`src/input_one_pkg.sv`:
```
// Purpose: Shared constants for the control input one configuration block
// Assumes: APB with 32-bit data; one aligned word per register
// Notes:   Switch bit n of the switchgroup sits at bit position n-1
package input_one_pkg;
    // ------------------------------------------------------------
    // Register map
    // ------------------------------------------------------------
    localparam logic [7:0] CFG_OFFSET    = 8'h00;
    localparam logic [7:0] BANK_OFFSET   = 8'h04;
    localparam logic [7:0] STATUS_OFFSET = 8'h08;
    localparam logic [7:0] CFG_RESET     = 8'h00;
    localparam logic       BANK_RESET    = 1'b0;
    // ------------------------------------------------------------
    // Switchgroup field positions
    // ------------------------------------------------------------
    localparam int SW_BLOCK_LOW_OC  = 0;
    localparam int SW_BLOCK_HIGH_OC = 1;
    localparam int SW_BLOCK_LOW_EF  = 2;
    localparam int SW_BLOCK_HIGH_EF = 3;
    localparam int SW_BANK_BY_INPUT = 4;
    localparam int SW_LATCH_OC      = 5;
    localparam int SW_LATCH_EF      = 6;
    localparam int SW_REMOTE_RESET  = 7;
    // ------------------------------------------------------------
    // Status field positions
    // ------------------------------------------------------------
    localparam int ST_BLOCK_LSB   = 0;
    localparam int ST_SECOND_BANK = 4;
    localparam int ST_OC_LATCH    = 5;
    localparam int ST_EF_LATCH    = 6;
    localparam int ST_TRIP        = 7;
    localparam int ST_INPUT_LEVEL = 8;
    localparam int STAGE_COUNT    = 4;
endpackage

```
`src/control_input_one_config_logic.sv`:
```
// Purpose: Configuration logic for control input one of a feeder protection
//          module: stage blocking, setting bank choice, trip latching, reset
// Assumes: Pins and pushbuttons are asynchronous; stage operate signals and
//          panel bank requests come from logic on core_clk
//          Switch 5 is kept equal in both setting banks by the user
// Notes:   Registers answer over APB with one wait-free access phase
//          Blocked stages neither trip nor latch; set wins over clear
//
// Behaviour
// - Switch 1 set: input one asserted blocks the low-set overcurrent stage.
// - Switch 2 set: input one asserted blocks the high-set overcurrent stage.
// - Switch 3 set: input one asserted blocks the low-set earth-fault stage.
// - Switch 4 set: input one asserted blocks the high-set earth-fault stage.
// - Switches 1 to 4 clear: input one blocks no stage.
// - Switch 5 clear: bank follows stored choice from serial command or buttons.
// - Switch 5 set: input low selects main bank, input high second bank.
// - Switch 5 set: serial and pushbutton bank selections are rejected.
// - Switch 6 clear: overcurrent trip releases when the stage resets.
// - Switch 6 set: overcurrent trip held until reset and step pressed together.
// - Switch 7 clear: earth-fault trip releases when the stage resets.
// - Switch 7 set: earth-fault trip held until reset and step pressed together.
// - Assertion of input one also clears latched trips.
// - Display off: step button alone also clears latched trips.
// - Switch 8 set: input one assertion performs a complete relay reset.
module control_input_one_config_logic
    import input_one_pkg::*;
(
    input  wire logic                   core_clk,
    input  wire logic                   srst,
    // APB slave
    input  wire logic                   psel,
    input  wire logic                   penable,
    input  wire logic                   pwrite,
    input  wire logic [7:0]             paddr,
    input  wire logic [31:0]            pwdata,
    output logic      [31:0]            prdata,
    output logic                        pready,
    output logic                        pslverr,
    // Pins and front panel
    input  wire logic                   controlInputOne,
    input  wire logic                   resetButton,
    input  wire logic                   stepButton,
    input  wire logic                   displayOn,
    input  wire logic                   panelBankReq,
    input  wire logic                   panelBankSecond,
    // Protection stages: low OC, high OC, low EF, high EF
    input  wire logic [STAGE_COUNT-1:0] stageOperate,
    output logic      [STAGE_COUNT-1:0] stageBlock,
    output logic                        secondBankActive,
    output logic                        tripOutputTwo,
    output logic                        completeReset
);
    // ------------------------------------------------------------
    // Synchronisers
    // ------------------------------------------------------------
    // Two flops per pin keep metastability away from the decode; the third
    // stage only remembers the last level for edge detection, so level effects
    // land two cycles after the pin moves and registered effects three
    logic [3:0] syncA_reg;
    logic [3:0] syncB_reg;
    logic [3:0] prev_reg;
    always_ff @(posedge core_clk) begin
        if (srst) begin
            syncA_reg <= 4'h0;
            syncB_reg <= 4'h0;
            prev_reg  <= 4'h0;
        end else begin
            syncA_reg <= {displayOn, stepButton, resetButton, controlInputOne};
            syncB_reg <= syncA_reg;
            prev_reg  <= syncB_reg;
        end
    end

    wire inputLevel  = syncB_reg[0];
    wire resetLevel  = syncB_reg[1];
    wire stepLevel   = syncB_reg[2];
    wire displayLvl  = syncB_reg[3];
    // Rises last one cycle; prev_reg resets low like the idle pins
    wire inputRise   = syncB_reg[0] & ~prev_reg[0];
    wire resetRise   = syncB_reg[1] & ~prev_reg[1];
    wire stepRise    = syncB_reg[2] & ~prev_reg[2];

    // ------------------------------------------------------------
    // APB register file
    // ------------------------------------------------------------
    logic [7:0]  cfg_reg;
    logic        bank_reg;
    logic        ocLatch_reg;
    logic        efLatch_reg;

    wire setupPhase = psel & ~penable;
    wire hitCfg     = (paddr == CFG_OFFSET);
    wire hitBank    = (paddr == BANK_OFFSET);
    wire hitStatus  = (paddr == STATUS_OFFSET);
    wire mapped     = hitCfg | hitBank | hitStatus;
    wire writeDone  = psel & penable & pwrite & mapped;
    wire bankByPin  = cfg_reg[SW_BANK_BY_INPUT];

    // No wait states; unmapped offsets answer with an error and read zero
    assign pready  = 1'b1;
    assign pslverr = psel & penable & ~mapped;

    // Software writes to the bank register are the serial bank command
    wire serialBankWr = writeDone & hitBank & ~bankByPin;
    wire panelBankWr  = panelBankReq & ~bankByPin;

    logic bank_next;
    // A serial command beats a panel request in the same cycle
    always_comb begin
        bank_next = bank_reg;
        if (serialBankWr) begin
            bank_next = pwdata[0];
        end else if (panelBankWr) begin
            bank_next = panelBankSecond;
        end
    end

    always_ff @(posedge core_clk) begin
        if (srst) begin
            cfg_reg  <= CFG_RESET;
            bank_reg <= BANK_RESET;
        end else begin
            if (writeDone & hitCfg) begin
                cfg_reg <= pwdata[7:0];
            end
            bank_reg <= bank_next;
        end
    end

    // ------------------------------------------------------------
    // Stage blocking
    // ------------------------------------------------------------
    // Blocking is a level and drops two cycles after the pin does
    genvar g;
    generate
        for (g = 0; g < STAGE_COUNT; g++) begin : gBlock
            // Only switches 1 to 4 reach a stage; all clear blocks nothing
            assign stageBlock[g] = cfg_reg[SW_BLOCK_LOW_OC + g] & inputLevel;
        end
    endgenerate

    // ------------------------------------------------------------
    // Setting bank
    // ------------------------------------------------------------
    // Pin control overrides the stored choice but leaves it untouched, so
    // clearing switch 5 brings back the last accepted selection
    assign secondBankActive = bankByPin ? inputLevel : bank_reg;

    // ------------------------------------------------------------
    // Trip latching and resets
    // ------------------------------------------------------------
    // A blocked stage neither trips nor sets a latch
    wire [STAGE_COUNT-1:0] effOperate = stageOperate & ~stageBlock;
    wire ocOperate   = effOperate[0] | effOperate[1];
    wire efOperate   = effOperate[2] | effOperate[3];
    // Both buttons held, caught on whichever edge completes the pair
    wire manualReset = (resetRise & stepLevel) | (stepRise & resetLevel);
    wire stepAlone   = stepRise & ~resetLevel & ~displayLvl;
    wire remoteReset = inputRise & cfg_reg[SW_REMOTE_RESET];
    wire latchClear  = manualReset | stepAlone | inputRise | remoteReset;

    // Set wins over clear so a trip arriving with a reset is never lost
    wire ocLatch_next = (ocOperate & cfg_reg[SW_LATCH_OC]) | (ocLatch_reg & ~latchClear);
    wire efLatch_next = (efOperate & cfg_reg[SW_LATCH_EF]) | (efLatch_reg & ~latchClear);

    // Registered so the trip pin never carries a decode glitch
    logic tripOutputTwo_reg;
    logic completeReset_reg;
    always_ff @(posedge core_clk) begin
        if (srst) begin
            ocLatch_reg       <= 1'b0;
            efLatch_reg       <= 1'b0;
            tripOutputTwo_reg <= 1'b0;
            completeReset_reg <= 1'b0;
        end else begin
            ocLatch_reg       <= ocLatch_next;
            efLatch_reg       <= efLatch_next;
            tripOutputTwo_reg <= ocOperate | efOperate | ocLatch_next | efLatch_next;
            completeReset_reg <= remoteReset;
        end
    end
    assign tripOutputTwo = tripOutputTwo_reg;
    assign completeReset = completeReset_reg;

    // ------------------------------------------------------------
    // Read data
    // ------------------------------------------------------------
    wire [31:0] statusWord = {23'h0, inputLevel, tripOutputTwo_reg, efLatch_reg,
                              ocLatch_reg, secondBankActive, stageBlock};
    wire [31:0] readMux = hitCfg  ? {24'h0, cfg_reg} :
                          hitBank ? {31'h0, bank_reg} :
                          hitStatus ? statusWord : 32'h0;

    // Captured in the setup cycle so it stays settled through the access
    // phase; status bits are a snapshot of that cycle
    always_ff @(posedge core_clk) begin
        if (srst) begin
            prdata <= 32'h0;
        end else if (setupPhase & ~pwrite) begin
            prdata <= readMux;
        end
    end
endmodule

```
`config.mk`:
```
export PLATFORM = sky130hd
export DESIGN_NAME = control_input_one_config_logic
export DESIGN_NICKNAME = d
export VERILOG_FILES = /design/src/input_one_pkg.sv /design/src/control_input_one_config_logic.sv
export SDC_FILE = /design/constraint.sdc
export NUM_CORES = 1
export LEC_CHECK = 0
export BUFFER_PORTS_ARGS = -buffer_cell sky130_fd_sc_hd__buf_2
export CAP_MARGIN = 15
export CORE_MARGIN = 5
export CORE_UTILIZATION = 40
export CTS_BUF_LIST = sky130_fd_sc_hd__clkbuf_4
export CTS_CLUSTER_DIAMETER = 40
export CTS_CLUSTER_SIZE = 10
export DETAILED_ROUTE_END_ITERATION = 10
export PLACE_DENSITY = 0.76
export SLEW_MARGIN = 10
export SYNTH_ARGS = -nofsm -noshare
export SYNTH_HDL_FRONTEND = slang
export SYNTH_SLANG_ARGS = --single-unit
```
`constraint.sdc`:
```
create_clock -name core_clk -period 1.9 [get_ports core_clk]
set_clock_uncertainty 0.2 [all_clocks]
set_input_delay 0.095 -clock core_clk [delete_from_list [all_inputs] [get_ports core_clk]]
set_output_delay 0.095 -clock core_clk [all_outputs]
set_load 0.05 [all_outputs]
```
# Yosys cells after proc, flatten, opt, wreduce, memory -nomap -nowiden
# Cells that the tools add are included.
# totals
inputBits	55
register_bits	56
elab_cells	71
output_inout_bits	41
# classes
bitwise_logic	51
reduce_logical	2
mux	6
eq_ne	2
# op_table
cell	count
2-to-1 mux 9 bit	3
AND 1 bit	26
OR 1 bit	13
inverter 1 bit	10
== test 8 x 3 -> 1 bit, second input constant	1
== test 8 x 4 -> 1 bit, second input constant	1
zero test 8 bit	1
AND 4 bit	1
inverter 4 bit	1
2-to-1 mux 1 bit	3
nonzero test 2 bit	1

# Logic depth before layout (Yosys ltp)
# logic_depth
word_depth	12
ltp_mapped	6
ltp_nobuf	4

# Least setup slack after synthesis
# No wires, ideal clock.
# synth_path
kind	in2reg
startpoint	input port paddr[5]
endpoint	register prdata[5]
n_path_buf	1
arrival_time_ps	1241
required_time_ps	1629
stages	5
setup_ps	71
setup_slack_ps	388
cell_sequence	or4_4 > nor4_4 > buf_6 > nand3_1 > a21oi_1
# synth_between
elab_chain_cells	4
word_cells_on_any_way	6
cone_classes	eq/ne: 2; mux: 3; reduce/logical: 1
# synth_rtl
element	line_no	text
from (decl)	control_input_one_config_logic.sv:34	input wire logic [7:0] paddr,
== test 8 x 4 -> 1 bit	control_input_one_config_logic.sv:94	wire hitStatus = (paddr == STATUS_OFFSET);
2-to-1 mux 9 bit	control_input_one_config_logic.sv:192	hitStatus ? statusWord : 32'h0;
2-to-1 mux 9 bit	control_input_one_config_logic.sv:191	hitBank ? {31'h0, bank_reg} :
2-to-1 mux 9 bit *	control_input_one_config_logic.sv:190	wire [31:0] readMux = hitCfg ? {24'h0, cfg_reg} :
to (signal assigned)	control_input_one_config_logic.sv:200	prdata <= readMux;
to (decl)	control_input_one_config_logic.sv:36	output logic [31:0] prdata,
# Every way passes the cells marked *; elsewhere a longest branch is shown, timed or not.
# A chain may end at the register's enable or synchronous reset.

# Worst setup path after layout
# layout_path
startpoint	input port paddr[5]
endpoint	register prdata[8]
# The elaborated chain is that of the path after synthesis.

==> key figures <==
Status
  • Status: completed

Yosys
  • Prevailing post-synth register cell: dfxtp_1
  • Post-synthesis xor/xnor area fraction: 0%
  • Mux cell area share after synthesis: 3.49%
  • Largest family of logic cells by synthesized area: simple AND/OR/NAND/NOR gates
  • Synthesized area per cell: 8.66 um2
  • Area contributors post-synth: dfxtp_1 42%, buf_4 11%, a21oi_1 6.7%
  • Simple-gate share of the synthesized area: 29.4%
  • Seq/Total Area, Yosys: 41.9%
  • Unique masters post-synth: 34
  • Mapped Cells: 182
  • Synth Area in Compound Gates: 10.4%
  • Adder-cell area share of the yosys netlist: 0%
  • Ys async rst share: 0%
  • Synth Cell Area: 1580 um2
  • Synth cell count leaders: 33 x dfxtp_1, 24 x buf_4, 21 x a21oi_1, 20 x nand2_1, 16 x nand3_1
  • Post-synth EDFFs: 0
  • Yosys top cell area share: 41.9%
  • Yosys reg bits: 33
  • Count leader, synth: dfxtp_1
  • Synthesis Warnings: 0
  • Synth area leader: dfxtp_1

Worst setup path
  • FF-to-FF setup slack: 0.19 ns
  • Critical Path RT: 1.97 ns
  • Worst r2r src: cfg_reg[4]$_SDFFE_PP0P_
  • WP data arrival: 1.89 ns
  • CP max FO: 7
  • R2R depth: 5
  • Critical Setup Path Class: primary input to flop
  • Startpoint types: primary input
  • Worst R2R End: bank_reg$_SDFFE_PP0P_
  • CP endpoint kind: flop

Cells and area
  • Non-filler cells, final: 311
  • Post-layout nets: 317
  • Share of layout cells above drive strength 1: 25.9%
  • Diode count: 0
  • Area grow syn2layout: 36.3%
  • Max reg flops: 9

Global routing
  • Initial antenna violation count: 0
  • Gr ovfl total: 0
  • Met3 Use GR: 6.34%
  • Largest net degree at the start of global routing: 20
  • Gr busiest metal: met2
  • First-pass GRT wire length: 5790 um
  • Number of global-route vias before repair: 1348
  • GR Util met2: 24.2%
  • M1 GR Usage: 15.2%
  • GRT Util Overall: 14.2%

Drt
  • DRT iter0 DRCs: 81
  • Antenna-violating nets left: 0
  • Residual DRC: 0
  • Via-to-Cell Ratio: 4.65
  • Vias post-DR: 1446
  • WL final: 3600 um
  • DR pass1 iterations: 4
  • Drt wl/cell: 11.6 um

CTS
  • Worst-Skew Late Latency: 0.33 ns
  • Root buf cell: clkbuf_4
  • H-Tree Level Count: 2
  • Sink Count: 33
  • Clk slew on worst S/H paths: 0.09 ns
  • CTS tree: yes
  • Total CTS buffers: 5
  • Bufs on Longest Clock Path: 2

Place
  • Placed insts: 270
  • DP HPWL: 2560 um
  • Final Wtd Congestion: 0.810
  • PortBufs: 47
  • Worst Setup Slack post-DPL: 0.191 ns

Timing
  • Period minus WS final: 1.82 ns
  • Final Max Slew Viols: 0
  • Period utilisation layout: 95.8%
  • WHS: 0.0263 ns
  • Fin Setup TNS: 0 ns
  • Maximum clock rate: 549 MHz
  • Final Hold Vio Count: 0
  • Final setup vio count: 0
  • Final setup margin: 0.0790 ns

Power and ir drop
  • Worst vdd ir: 0.000412 V
  • Comb pwr share: 18.8%
  • PwrDens: 638 nW/um2
  • Register share of total power: 51.8%
  • Sw Share: 28.9%
  • Clock power frac: 29.4%
  • P_int: 976 uW
  • Leakage: 0.961 nW
  • P_sw: 396 uW

Floorplanning
  • Die width: 72.8 um
  • Die area: 5300 um2
  • Core ar.: 3740 um2
  • Die Ht: 72.8 um
  • Initial Utilization: 42.1%
  • Row Count: 22
  • Boundary Pins: 96

Worst hold path
  • Hold worst-path end: prdata[1]$_SDFFE_PP0P_
  • Hold Path Cell Cnt: 5
  • Hold crit path type: primary input to flop
  • Hold path startpoint: paddr[6]

Flow run
  • MaxCap Viol Count: 0
-- layout make-up --
| cell class | instances | area [um2] |
|---|---|---|
| fillers | 372 | 1590 |
| multi-input cells | 137 | 772 |
| flip-flops and latches | 33 | 661 |
| repair buffers | 83 | 589 |
| clock buffers | 8 | 60.1 |
| well taps | 48 | 60.1 |
| inverters | 2 | 7.51 |
-- layout by cell type, fill, tap and decap left out, drive strengths merged, types with 2 or more instances in the layout --
cell and count:
a21oi 21, a22oi 2, and2 4, buf 51, clkbuf 8, conb 24, dfxtp 33, dlygate4sd3 32
inv 2, mux2 4, nand2 20, nand2b 3, nand3 16, nand4 2, nor2 7, nor2b 15
nor3b 2, nor4 2, o21ai 2, o221ai 2
-- what timing repair did --
action	4_1_cts	5_1_grt
buffers inserted	0	1
hold endpoints to repair	31	0
hold buffers	32	0
setup endpoints to repair	0	5
gates resized for setup	0	1
-- power by group through the flow --
| stage | clock [mW] | sequential [mW] | combinational, mW |
|---|---|---|---|
| 2_1_floorplan | 0 | 0.727 | 0.200 |
| 3_3_place_gp | 0 | 0.726 | 0.215 |
| 3_5_place_dp | 0 | 0.726 | 0.216 |
| 4_1_cts | 0.422 | 0.710 | 0.256 |
| 5_1_grt | 0.457 | 0.712 | 0.276 |
| 6_report | 0.403 | 0.710 | 0.258 |
-- metrics by stage --
stage / instance area, um2 / power [mW] / util (%)
6_report: 2150 / 1.37 / 57.4
5_1_grt: 2150 / 1.45 / 57.4
4_1_cts: 2140 / 1.39 / 57.1
3_5_place_dp: 1760 / 0.943 / 47.0
2_1_floorplan: 1660 / 0.928 / -
3_3_place_gp: 1760 / 0.941 / 47.0
-- how the worst max path moves through the flow --
stage	from	to	cells past startpoint	slack [ns]
after floorplan	paddr[5]	prdata[5]$_SDFFE_PP0P_	5	0.39
after global placement	paddr[5]	prdata[8]$_SDFFE_PP0P_	6	0.23
after detailed placement	paddr[5]	prdata[3]$_SDFFE_PP0P_	5	0.19
after CTS	paddr[5]	prdata[8]$_SDFFE_PP0P_	7	0.04
after global routing	paddr[5]	prdata[8]$_SDFFE_PP0P_	7	-0.0008
final	paddr[5]	prdata[8]$_SDFFE_PP0P_	7	0.08
-- worst max-delay path: stages --
cell and delay (ns):
buf_2 0.10, or4_4 0.57, nor4_4 0.16, buf_6 0.16, nand4_1 0.09, dlygate4sd3_1 0.58, a21oi_1 0.13
-- metal layers --
metal | wire length [um] | vias up
met1 | 1410 | 667
met2 | 1820 | 39
met3 | 317 | 5
met5 | 0 | -
li1 | - | 735
met4 | 53 | 0
-- cell families (layout without fill, tap and decap cells) --
family                 after synthesis  count (layout)
AO/OA/AOI/OAI                       29              29
other                                2              24
flip-flops                          33              33
multiplexers                         5               5
buffers and inverters               34              93
AND/OR/NAND/NOR                     79              79
Power figures use the tool's default switching activity.
